File: config.mk
export PLATFORM = sky130hd
export DESIGN_NAME = tuc_clock_ctrl
export DESIGN_NICKNAME = d
export VERILOG_FILES = /design/src/pkg/tuc_pkg.sv /design/src/hdl/tuc_channel_clk.sv /design/src/hdl/tuc_clock_ctrl.sv /design/src/hdl/tuc_prescaler.sv
export SDC_FILE = /design/constraint.sdc
export NUM_CORES = 1
export LEC_CHECK = 0
export BUFFER_PORTS_ARGS = -buffer_cell sky130_fd_sc_hd__buf_2
export CAP_MARGIN = 0
export CORE_AREA = 5 5 260 262
export CTS_BUF_LIST = sky130_fd_sc_hd__clkbuf_4 sky130_fd_sc_hd__clkbuf_8
export DETAILED_ROUTE_END_ITERATION = 8
export DIE_AREA = 0 0 265 267
export PLACE_DENSITY_LB_ADDON = 0.08
export SYNTH_ARGS = -nofsm -noshare
export SYNTH_HDL_FRONTEND = slang
export SYNTH_HIERARCHICAL = 1
export SYNTH_SLANG_ARGS = --single-unit
File: constraint.sdc
create_clock -name pclk -period 3.3 [get_ports pclk]
set_input_delay 0.66 -clock pclk [delete_from_list [all_inputs] [get_ports pclk]]
set_output_delay 0.66 -clock pclk [all_outputs]
set_load 0.01 [all_outputs]
File: src/pkg/tuc_pkg.sv
// Shared constants and types for the timer unit clock control block
package tuc_pkg;
  // ****************************************
  // Register indices (byte address is four times the index)
  // ****************************************
  localparam logic [19:0] TUC_IDX_PCE = 20'hf00f0;
  localparam logic [19:0] TUC_IDX_MODE0 = 20'hf0190;
  localparam logic [19:0] TUC_IDX_PRESCALER_SELECT_UNIT0 = 20'hf01b6;
  localparam logic [19:0] TUC_IDX_MODE1 = 20'hf01c8;
  localparam logic [19:0] TUC_IDX_PRESCALER_SELECT_UNIT1 = 20'hf01de;
  localparam logic [19:0] TUC_IDX_STEP = 20'h00002;
  // ****************************************
  // Channel counts
  // ****************************************
  localparam int unsigned TUC_MAX_CH0 = 8;
  localparam int unsigned TUC_MAX_CH1 = 4;
  localparam int unsigned TUC_MAX_CH = 12;
  localparam int unsigned TUC_UNIT1_BASE = 8;
  // ****************************************
  // Fields and reset values
  // ****************************************
  localparam int unsigned TUC_PCE_U0_BIT = 0;
  localparam int unsigned TUC_PCE_U1_BIT = 1;
  localparam logic [7:0] TUC_PCE_MASK = 8'h3f;
  localparam logic [7:0] TUC_PCE_RST = 8'h00;
  localparam int unsigned TUC_PRS_W = 4;
  localparam int unsigned TUC_TPS_A_LSB = 0;
  localparam int unsigned TUC_TPS_B_LSB = 4;
  localparam logic [15:0] TUC_TPS_MASK = 16'h00ff;
  localparam logic [15:0] TUC_TPS_RST = 16'h0000;
  localparam int unsigned TUC_MODE_OPCLK_BIT = 15;
  localparam int unsigned TUC_MODE_CNTCLK_BIT = 12;
  localparam int unsigned TUC_MODE_EDGE_LSB = 6;
  localparam logic [15:0] TUC_MODE_MASK = 16'h9fcf;
  localparam logic [15:0] TUC_MODE_RST = 16'h0000;
  localparam logic [1:0] TUC_EDGE_FALL = 2'h0;
  localparam logic [1:0] TUC_EDGE_RISE = 2'h1;
  localparam int unsigned TUC_DIV_W = 15;
  // ****************************************
  // Types
  // ****************************************
  typedef enum logic {TUC_ST_IDLE, TUC_ST_ANSWER} tuc_ap_e;
  typedef enum logic [2:0] {TUC_SEL_NONE, TUC_SEL_PCE, TUC_SEL_PRESCALER_SELECT_UNIT0, TUC_SEL_PRESCALER_SELECT_UNIT1, TUC_SEL_MODE} tuc_sel_e;
  typedef struct packed {tuc_sel_e kind; logic [3:0] ch;} tuc_sel_s;
  typedef struct packed {
    logic psel; logic penable; logic pwrite; logic [21:0] paddr; logic [31:0] pwdata; logic [3:0] pstrb;
  } tuc_apb_req_s;
  typedef struct packed {logic pready; logic [31:0] prdata; logic pslverr;} tuc_apb_rsp_s;
  typedef struct packed {
    tuc_ap_e st; tuc_apb_rsp_s rsp; logic [7:0] pce; logic [1:0][15:0] tps; logic [TUC_MAX_CH-1:0][15:0] mode;
  } tuc_ctrl_state_s;
  localparam tuc_ctrl_state_s TUC_CTRL_RST = '{st: TUC_ST_IDLE, rsp: '0, pce: TUC_PCE_RST,
    tps: {2{TUC_TPS_RST}}, mode: {TUC_MAX_CH{TUC_MODE_RST}}};
  typedef struct packed {logic [TUC_DIV_W-1:0] cnt; logic pulse_a; logic pulse_b;} tuc_pre_state_s;
  typedef struct packed {logic pin_q; logic op_clk; logic cnt_clk;} tuc_chan_state_s;
endpackage : tuc_pkg

File: src/hdl/tuc_channel_clk.sv
// Per-channel operation clock select, input edge detector and count clock
`timescale 1ns/1ps
module tuc_channel_clk import tuc_pkg::*; (
  input logic pclk,
  input logic presetn,
  input logic unit_on,
  input logic shared_clock_a,
  input logic shared_clock_b,
  input logic [15:0] channel_mode,
  input logic timer_input_pin,
  output logic channel_op_clock,
  output logic channel_count_clock
);
  tuc_chan_state_s r;
  tuc_chan_state_s n;
  logic opsel;
  logic rise;
  logic fall;
  logic valid;
  logic [1:0] esel;

  assign opsel = channel_mode[TUC_MODE_OPCLK_BIT] ? shared_clock_b : shared_clock_a;
  assign rise = timer_input_pin & ~r.pin_q;
  assign fall = ~timer_input_pin & r.pin_q;
  assign esel = channel_mode[TUC_MODE_EDGE_LSB +: 2];
  assign valid = (esel == TUC_EDGE_FALL) ? fall : (esel == TUC_EDGE_RISE) ? rise : (rise | fall);

  always_comb begin
    n = r;
    n.op_clk = opsel;
    // Edge detector samples only on operation clock pulses
    if (opsel) n.pin_q = timer_input_pin;
    n.cnt_clk = channel_mode[TUC_MODE_CNTCLK_BIT] ? (opsel & valid) : opsel;
    if (!unit_on) n = '0;
  end

  always_ff @(posedge pclk or negedge presetn) begin
    if (!presetn) r <= '0;
    else r <= n;
  end

  assign channel_op_clock = r.op_clk;
  assign channel_count_clock = r.cnt_clk;

  property p_opclk_b;
    @(posedge pclk) disable iff (!presetn)
      (unit_on && channel_mode[TUC_MODE_OPCLK_BIT] && shared_clock_b) |=> channel_op_clock;
  endproperty
  a_opclk_b: assert property (p_opclk_b) else $error("second shared clock not selected");
  property p_cnt_is_op;
    @(posedge pclk) disable iff (!presetn)
      (unit_on && !channel_mode[TUC_MODE_CNTCLK_BIT]) |=> (channel_count_clock == channel_op_clock);
  endproperty
  a_cnt_is_op: assert property (p_cnt_is_op) else $error("count clock differs from op clock");
  property p_cnt_rise;
    @(posedge pclk) disable iff (!presetn)
      (unit_on && channel_mode[TUC_MODE_CNTCLK_BIT] && opsel && esel == TUC_EDGE_RISE && rise) |=> channel_count_clock;
  endproperty
  a_cnt_rise: assert property (p_cnt_rise) else $error("rising input edge not counted");
  property p_hold_sample;
    @(posedge pclk) disable iff (!presetn) (unit_on && !opsel) |=> $stable(r.pin_q);
  endproperty
  a_hold_sample: assert property (p_hold_sample) else $error("input sampled off the op clock");
endmodule : tuc_channel_clk

File: src/hdl/tuc_clock_ctrl.sv
// APB register file and clock control of the two timer units
`timescale 1ns/1ps
// What this block does
// - Unit 0 gets its clock only while its enable bit is one.
// - Unit 1 gets its clock only while its enable bit is one.
// - A disabled unit has its clock stopped and is held in reset.
// - A disabled unit ignores control writes and reads back reset values.
// - Enable register resets to zero; byte and bit writes allowed.
// - Prescaler makes two shared clocks: bits 7..4 second, 3..0 first.
// - Field value k gives the system clock divided by two to k.
// - Mode register holds clock, role, trigger, edge and mode fields.
// - Mode bit 15 picks the first or second shared clock.
// - Selected operation clock drives the channel edge detector.
// - Mode bit 12 low counts on the operation clock.
// - Mode bit 12 high counts on valid input pin edges.
module tuc_clock_ctrl import tuc_pkg::*; #(
  parameter int unsigned NUM_CH0 = TUC_MAX_CH0,
  parameter int unsigned NUM_CH1 = TUC_MAX_CH1
) (
  input logic pclk,
  input logic presetn,
  input tuc_apb_req_s apb_req,
  output tuc_apb_rsp_s apb_rsp,
  input logic [TUC_MAX_CH-1:0] timer_input_pin,
  output logic [1:0] unit_clock_on,
  output logic [1:0] unit_rst_n,
  output logic [TUC_MAX_CH-1:0][15:0] channel_mode,
  output logic [TUC_MAX_CH-1:0] channel_op_clock,
  output logic [TUC_MAX_CH-1:0] channel_count_clock
);

  // ****************************************
  // Parameter check
  // ****************************************
  if (NUM_CH0 < 1 || NUM_CH0 > TUC_MAX_CH0 || NUM_CH1 < 1 || NUM_CH1 > TUC_MAX_CH1) begin : g_bad_param
    $error("unsupported channel count");
  end

  // ****************************************
  // State and helpers
  // ****************************************
  tuc_ctrl_state_s r;
  tuc_ctrl_state_s n;
  tuc_sel_s acc_sel;
  logic setup;
  logic acc_fire;
  logic [1:0] clk_a;
  logic [1:0] clk_b;

  function automatic tuc_sel_s decode(input logic [21:0] addr);
    tuc_sel_s s;
    logic [19:0] idx;
    s.kind = TUC_SEL_NONE;
    s.ch = 4'h0;
    idx = addr[21:2];
    if (addr[1:0] == 2'h0) begin
      if (idx == TUC_IDX_PCE) begin
        s.kind = TUC_SEL_PCE;
      end else if (idx == TUC_IDX_PRESCALER_SELECT_UNIT0) begin
        s.kind = TUC_SEL_PRESCALER_SELECT_UNIT0;
      end else if (idx == TUC_IDX_PRESCALER_SELECT_UNIT1) begin
        s.kind = TUC_SEL_PRESCALER_SELECT_UNIT1;
      end
      for (int i = 0; i < TUC_MAX_CH0; i++) begin
        if (i < NUM_CH0 && idx == TUC_IDX_MODE0 + 20'(i) * TUC_IDX_STEP) begin
          s.kind = TUC_SEL_MODE;
          s.ch = 4'(i);
        end
      end
      for (int i = 0; i < TUC_MAX_CH1; i++) begin
        if (i < NUM_CH1 && idx == TUC_IDX_MODE1 + 20'(i) * TUC_IDX_STEP) begin
          s.kind = TUC_SEL_MODE;
          s.ch = 4'(TUC_UNIT1_BASE + i);
        end
      end
    end
    return s;
  endfunction : decode

  // Byte lanes merge; masked bits always store zero
  function automatic logic [15:0] merge(input logic [15:0] old, input logic [15:0] wd,
                                        input logic [1:0] strb, input logic [15:0] mask);
    logic [15:0] v;
    v = old;
    if (strb[0]) v[7:0] = wd[7:0];
    if (strb[1]) v[15:8] = wd[15:8];
    return v & mask;
  endfunction : merge

  assign acc_sel = decode(apb_req.paddr);
  assign setup = apb_req.psel && !apb_req.penable;
  assign acc_fire = (r.st == TUC_ST_ANSWER) && apb_req.psel && apb_req.penable && apb_req.pwrite;

  // ****************************************
  // Register file and APB answer
  // ****************************************
  // Answer is registered so pready and prdata come straight from flops
  always_comb begin
    n = r;
    case (r.st)
      TUC_ST_IDLE: begin
        if (setup) begin
          n.st = TUC_ST_ANSWER;
          n.rsp.pready = 1'b1;
          n.rsp.pslverr = (acc_sel.kind == TUC_SEL_NONE);
          // Disabled units already sit at reset values, so reads show them
          case (acc_sel.kind)
            TUC_SEL_PCE: n.rsp.prdata = {24'h000000, r.pce};
            TUC_SEL_PRESCALER_SELECT_UNIT0: n.rsp.prdata = {16'h0000, r.tps[0]};
            TUC_SEL_PRESCALER_SELECT_UNIT1: n.rsp.prdata = {16'h0000, r.tps[1]};
            TUC_SEL_MODE: n.rsp.prdata = {16'h0000, r.mode[acc_sel.ch]};
            default: n.rsp.prdata = 32'h00000000;
          endcase
        end
      end
      TUC_ST_ANSWER: begin
        n.st = TUC_ST_IDLE;
        n.rsp = '0;
        if (acc_fire) begin
          case (acc_sel.kind)
            TUC_SEL_PCE: begin
              n.pce = 8'(merge({8'h00, r.pce}, apb_req.pwdata[15:0], apb_req.pstrb[1:0],
                               {8'h00, TUC_PCE_MASK}));
            end
            TUC_SEL_PRESCALER_SELECT_UNIT0: begin
              if (r.pce[TUC_PCE_U0_BIT]) begin
                n.tps[0] = merge(r.tps[0], apb_req.pwdata[15:0], apb_req.pstrb[1:0], TUC_TPS_MASK);
              end
            end
            TUC_SEL_PRESCALER_SELECT_UNIT1: begin
              if (r.pce[TUC_PCE_U1_BIT]) begin
                n.tps[1] = merge(r.tps[1], apb_req.pwdata[15:0], apb_req.pstrb[1:0], TUC_TPS_MASK);
              end
            end
            TUC_SEL_MODE: begin
              // Written even while counting; keeping to the stop rule is software's job
              if (r.pce[TUC_PCE_U0_BIT + (acc_sel.ch >= TUC_UNIT1_BASE)]) begin
                n.mode[acc_sel.ch] = merge(r.mode[acc_sel.ch], apb_req.pwdata[15:0],
                                           apb_req.pstrb[1:0], TUC_MODE_MASK);
              end
            end
            default: begin
            end
          endcase
        end
      end
      default: begin
        n.st = TUC_ST_IDLE;
        n.rsp = '0;
      end
    endcase
    // Clearing an enable bit resets that unit's registers the same edge
    for (int u = 0; u < 2; u++) begin
      if (!n.pce[TUC_PCE_U0_BIT + u]) n.tps[u] = TUC_TPS_RST;
    end
    for (int c = 0; c < TUC_MAX_CH; c++) begin
      if (!n.pce[TUC_PCE_U0_BIT + (c >= TUC_UNIT1_BASE)]) n.mode[c] = TUC_MODE_RST;
    end
  end

  always_ff @(posedge pclk or negedge presetn) begin
    if (!presetn) begin
      r <= TUC_CTRL_RST;
    end else begin
      r <= n;
    end
  end

  // ****************************************
  // Outputs
  // ****************************************
  assign apb_rsp = r.rsp;
  assign unit_clock_on = {r.pce[TUC_PCE_U1_BIT], r.pce[TUC_PCE_U0_BIT]};
  assign unit_rst_n = {r.pce[TUC_PCE_U1_BIT], r.pce[TUC_PCE_U0_BIT]};
  assign channel_mode = r.mode;

  // ****************************************
  // Prescalers and channels
  // ****************************************
  for (genvar u = 0; u < 2; u++) begin : g_unit
    tuc_prescaler u_pre (
      .pclk(pclk),
      .presetn(presetn),
      .unit_on(r.pce[TUC_PCE_U0_BIT + u]),
      .prescale_a_field(r.tps[u][TUC_TPS_A_LSB +: TUC_PRS_W]),
      .prescale_b_field(r.tps[u][TUC_TPS_B_LSB +: TUC_PRS_W]),
      .shared_clock_a(clk_a[u]),
      .shared_clock_b(clk_b[u])
    );
  end

  for (genvar c = 0; c < TUC_MAX_CH; c++) begin : g_chan
    localparam int unsigned U = (c >= TUC_UNIT1_BASE) ? 1 : 0;
    localparam bit LIVE = (U == 0) ? (c < NUM_CH0) : (c - TUC_UNIT1_BASE < NUM_CH1);
    if (LIVE) begin : g_live
      tuc_channel_clk u_ch (
        .pclk(pclk),
        .presetn(presetn),
        .unit_on(r.pce[TUC_PCE_U0_BIT + U]),
        .shared_clock_a(clk_a[U]),
        .shared_clock_b(clk_b[U]),
        .channel_mode(r.mode[c]),
        .timer_input_pin(timer_input_pin[c]),
        .channel_op_clock(channel_op_clock[c]),
        .channel_count_clock(channel_count_clock[c])
      );
    end else begin : g_absent
      assign channel_op_clock[c] = 1'b0;
      assign channel_count_clock[c] = 1'b0;
    end
  end

  // ****************************************
  // Assertions
  // ****************************************
  property p_pce_write;
    @(posedge pclk) disable iff (!presetn)
      (acc_fire && acc_sel.kind == TUC_SEL_PCE && apb_req.pstrb[0])
      |=> (unit_clock_on == ($past(apb_req.pwdata[1:0])));
  endproperty
  a_pce_write: assert property (p_pce_write) else $error("enable write not applied");

  property p_u0_off_quiet;
    @(posedge pclk) disable iff (!presetn)
      !unit_clock_on[0] [*2] |-> (clk_a[0] == 1'b0 && clk_b[0] == 1'b0);
  endproperty
  a_u0_off_quiet: assert property (p_u0_off_quiet) else $error("unit 0 clocked while off");

  property p_u1_off_quiet;
    @(posedge pclk) disable iff (!presetn)
      !unit_clock_on[1] [*3] |-> (channel_op_clock[TUC_UNIT1_BASE] == 1'b0);
  endproperty
  a_u1_off_quiet: assert property (p_u1_off_quiet) else $error("unit 1 channel clocked while off");

  property p_off_reset;
    @(posedge pclk) disable iff (!presetn)
      !unit_rst_n[0] |-> (r.tps[0] == TUC_TPS_RST && channel_mode[0] == TUC_MODE_RST);
  endproperty
  a_off_reset: assert property (p_off_reset) else $error("unit 0 not held in reset");

  property p_off_read;
    @(posedge pclk) disable iff (!presetn)
      (setup && !apb_req.pwrite && acc_sel.kind == TUC_SEL_PRESCALER_SELECT_UNIT0 && !unit_clock_on[0] && r.st == TUC_ST_IDLE)
      |=> (apb_rsp.pready && apb_rsp.prdata == 32'h00000000);
  endproperty
  a_off_read: assert property (p_off_read) else $error("disabled unit read not reset value");

  property p_mode_write;
    @(posedge pclk) disable iff (!presetn)
      (acc_fire && acc_sel.kind == TUC_SEL_MODE && acc_sel.ch == 4'h0 && unit_clock_on[0]
       && apb_req.pstrb[1:0] == 2'h3)
      |=> (channel_mode[0] == ($past(apb_req.pwdata[15:0]) & TUC_MODE_MASK));
  endproperty
  a_mode_write: assert property (p_mode_write) else $error("mode register not stored");

  property p_answer_once;
    @(posedge pclk) disable iff (!presetn) apb_rsp.pready |=> !apb_rsp.pready;
  endproperty
  a_answer_once: assert property (p_answer_once) else $error("pready held past one cycle");

  c_pce_write: cover property (@(posedge pclk) disable iff (!presetn) acc_fire && acc_sel.kind == TUC_SEL_PCE);
  c_mode_read: cover property (@(posedge pclk) disable iff (!presetn)
    setup && !apb_req.pwrite && acc_sel.kind == TUC_SEL_MODE);
  c_count_pin: cover property (@(posedge pclk) disable iff (!presetn)
    channel_count_clock[0] && channel_mode[0][TUC_MODE_CNTCLK_BIT]);
  c_slverr: cover property (@(posedge pclk) disable iff (!presetn) apb_rsp.pslverr);

endmodule : tuc_clock_ctrl

File: src/hdl/tuc_prescaler.sv
// Free-running divider making the two shared operation clock pulses of one unit
`timescale 1ns/1ps
module tuc_prescaler import tuc_pkg::*; (
  input logic pclk,
  input logic presetn,
  input logic unit_on,
  input logic [TUC_PRS_W-1:0] prescale_a_field,
  input logic [TUC_PRS_W-1:0] prescale_b_field,
  output logic shared_clock_a,
  output logic shared_clock_b
);
  tuc_pre_state_s r;
  tuc_pre_state_s n;

  function automatic logic tick(input logic [TUC_DIV_W-1:0] cnt, input logic [TUC_PRS_W-1:0] k);
    logic [TUC_DIV_W-1:0] m;
    m = TUC_DIV_W'((16'h0001 << k) - 16'h0001);
    return (cnt & m) == m;
  endfunction : tick

  // Enable pulses, not derived clocks: everything stays on pclk
  always_comb begin
    n = r;
    if (unit_on) begin
      n.cnt = r.cnt + 15'h0001;
      n.pulse_a = tick(r.cnt, prescale_a_field);
      n.pulse_b = tick(r.cnt, prescale_b_field);
    end else begin
      n = '0;
    end
  end

  always_ff @(posedge pclk or negedge presetn) begin
    if (!presetn) r <= '0;
    else r <= n;
  end

  assign shared_clock_a = r.pulse_a;
  assign shared_clock_b = r.pulse_b;

  property p_div1_a;
    @(posedge pclk) disable iff (!presetn) (unit_on && prescale_a_field == 4'h0) |=> shared_clock_a;
  endproperty
  a_div1_a: assert property (p_div1_a) else $error("k=0 must pulse every cycle");
  property p_div1_b;
    @(posedge pclk) disable iff (!presetn) (unit_on && prescale_b_field == 4'h0) |=> shared_clock_b;
  endproperty
  a_div1_b: assert property (p_div1_b) else $error("second clock field not applied");
  property p_div2_single;
    @(posedge pclk) disable iff (!presetn)
      (unit_on && prescale_a_field == 4'h1 && $stable(prescale_a_field) && shared_clock_a) |=> !shared_clock_a;
  endproperty
  a_div2_single: assert property (p_div2_single) else $error("pulse longer than one cycle");
endmodule : tuc_prescaler

==> results by group <==
Drt
  • Via/cell ratio: about 4.8
  • # DRC: 0
  • Initial DRC Count: 1051
  • Vias: ~14k
  • DR pass1 iterations: 8
  • ANT nets after route: 0
  • Routed wire length: 69.0 mm
  • DR WL/cell: 23.2 um

Clock network
  • CTS Buffer Depth: 3
  • Root buffer cell: clkbuf_8
  • Number of gates resized after CTS: 0
  • Worst skew pair latency: 650 ps
  • H-tree Lvls: 2
  • CTS tree: done
  • CTS sink cnt: 254
  • Hold-fix buffers, CTS: 1
  • Clock-pin slew on the worst setup and hold paths: 60 ps
  • Clock buffer count from CTS: 53
  • # Post-CTS Setup Buffers: 0

Place
  • I/O Buffers: around 240
  • Placed inst area: approximately 0.018 mm^2
  • DP HPWL: between 50 and 60 mm
  • Final RePlAce weighted congestion: roughly 0.86

Synth
  • Post-synth EDFFs: 0
  • Share of async-settable or async-resettable flops after synthesis: 100%
  • Most frequently used flop master after synthesis: dfrtp_1
  • Mapped cell area: 0.0160 mm^2
  • Post-synthesis sequential area ratio: 39.7%
  • Avg Cell Area, Syn: approximately 9 um^2
  • Flops & latches, synth: 254
  • Synth warnings: 6
  • Netlist cell types: 94
  • Mapped Cells: around 1.8k

Status
  • Status: finished clean

GRT
  • GRT Resource Usage Total: 18.8%
  • Grt ovf: 0
  • Largest net degree at the start of global routing: 69
  • Antenna violations before repair: 2
  • Vias in the first global route: 14.2k
  • First-pass GRT wire length: 99.8 mm

Timing
  • Fmax: 326 MHz
  • WHS: ~330 ps
  • Fin Clk Skew: 28.4 ps
  • Final critical-path share of the clock period: around 93%
  • Finish-stage setup viols: 0
  • Tightest Pin Transition: 840 ps
  • Final hold violations: 0
  • Fin crit period: 3070 ps
  • Slew Limit Fails: 0
  • Final setup TNS: 0 ps
  • Relative slew slack: 43.4%
  • RSZ-0062 raised after global routing: false

Floorplan
  • Core ar.: 0.0652 mm^2
  • Die Width: 265 um
  • Std cell rows: 94
  • Total die area: 0.0708 mm^2
  • I/O Pins: 329
  • Starting Density: 24.6%
  • Die Span Y: 267 um

Final layout
  • Multi-input logic area: about 0.0076 mm^2
  • Reg area: 0.00636 mm^2
  • Share of layout cells above drive strength 1: 31.5%
  • Highest-count cells in the layout ignoring fill and taps: dfrtp_1, buf_2, nand2_1
  • Commonest non-fill, non-tap cell in the layout: dfrtp_1
  • Fillcell total: roughly 7k
  • Design Area, Final: approximately 0.020 mm^2
  • Finished Core Util: ~30%
  • Nets: 2166
  • Area Growth Syn to Fin: 22.8%

Critical path
  • Critical path capture point type: register
  • Worst Path Required: 3850 ps
  • Crit start category: input port
  • Crit Path Max Fanout: 16
  • CP Data Arrival Time: 3620 ps
  • Worst Setup Path Type: input port to register

Power and ir drop
  • Clk network pwr share: 51.4%
  • Logic pwr share: 5.9%
  • Pwr dens: 372 mW/mm^2
  • P_sw: 1850 uW
  • Switching fraction of total power: 25.2%
  • Total power: around 7300 uW
  • Internal Pwr Total: 5480 uW
  • Peak VDD IR: around 0.22 mV
  • Flop pwr share: 42.6%
  • Pleak: 0.00913 uW

Min path
  • Tightest Hold Check Type: input port to register

Job
  • Max Cap Viol: 0
[synthesized netlist by cell type (all sizes together) (20+ instances only)]
master / number / share of area [%]
ha: 30 / 2.3
clkbuf: 65 / 1.5
nor2: 92 / 2.3
a21oi: 46 / 1.4
and2: 46 / 1.9
inv: 49 / 1.1
mux2: 22 / 1.5
mux2i: 34 / 2.4
o21ai: 205 / 6.4
dfrtp: 254 / 40
nand4: 24 / 0.98
nand2: 241 / 5.7
nor3: 35 / 1.2
nand2b: 25 / 0.98
buf: 266 / 12
and3: 20 / 0.80
nor4: 30 / 1.5
nand3: 45 / 1.6
[kinds of logic (layout without fill, tap and decap cells)]
group | count (synthesis) | in the layout | share of synthesized area [%]
buffers and inverters | 380 | 616 | 14.7
adders and majority gates | 30 | 30 | 2.34
muxes | 56 | 56 | 3.97
AOI/OAI and AO/OA | 436 | 436 | 17.7
DFF | 254 | 254 | 39.7
other | 1 | 66 | 0.0234
xor gates and xnor gates | 26 | 26 | 1.42
and+or+nand+nor | 623 | 623 | 20.2
[worst paths after layout]
path / start / slack (ps) / cells past startpoint / to
setup / recovery: apb_req[45] / 230 / 12 / channel_mode[33]
setup reg to reg: r[266] / 610 / 10 / channel_mode[22]
min in group asynchronous: presetn / 560 / 2 / g_chan[1].g_live.u_ch/channel_count_clock
hold / removal: apb_req[9] / 330 / 3 / r[213]
max in group asynchronous: presetn / 1920 / 3 / channel_mode[156]
hold reg to reg: apb_rsp[10] / 470 / 2 / apb_rsp[10]
[cell type report]
type	count	area share (%)
multi-input combinational	1235	38.6
sequential	254	32.3
timing repair buffer	468	16.5
clock buffer	88	5.71
tap	864	5.49
inverter	49	0.934
clock inverter	11	0.458
antenna	2	0.0254
[stage by stage]
step / cells / setup WS (ps)
finish: 2971 / 233
global placement: 2869 / -331
CTS: 2969 / 330
floorplan: 1869 / 275
detailed placement: 2869 / -363
global route: 2971 / 195
[flip-flops by register name, indices dropped and copies added, names as in the netlist, 12 cells and up]
register / flops
channel_mode: 144
apb_rsp: 17
g_unit.u_pre/r: 30
r: 21
g_chan.g_live.u_ch/channel_op_clock: 12
g_chan.g_live.u_ch/r: 12
g_chan.g_live.u_ch/channel_count_clock: 12
[metal layers]
| layer | routed length [um] | global-route usage [%] | share of wire, % |
|---|---|---|---|
| met5 | 0 | 0 | 0 |
| met4 | 1690 | 5.01 | 2.4 |
| met3 | 3070 | 2.95 | 4.4 |
| met2 | 33200 | 31.5 | 48 |
| met1 | 31100 | 25.5 | 45 |
[critical path, stage by stage]
cell	delay, ps
buf_2	110
or3b_1	340
buf_4	330
nor3_1	100
a32oi_1	320
buf_4	310
o21ai_0	120
a222oi_1	420
nand3_1	250
o21a_1	300
buf_4	200
o21ai_1	140
[power groups by stage]
stage / clock network, uW / logic (uW) / registers (uW)
3_5_place_dp: 0 / 435 / 3180
6_report: 3770 / 434 / 3120
2_1_floorplan: 0 / 214 / 3180
5_1_grt: 4050 / 474 / 3120
3_3_place_gp: 0 / 434 / 3180
4_1_cts: 3910 / 438 / 3120
Note: power is estimated with default switching activity, not from simulation.
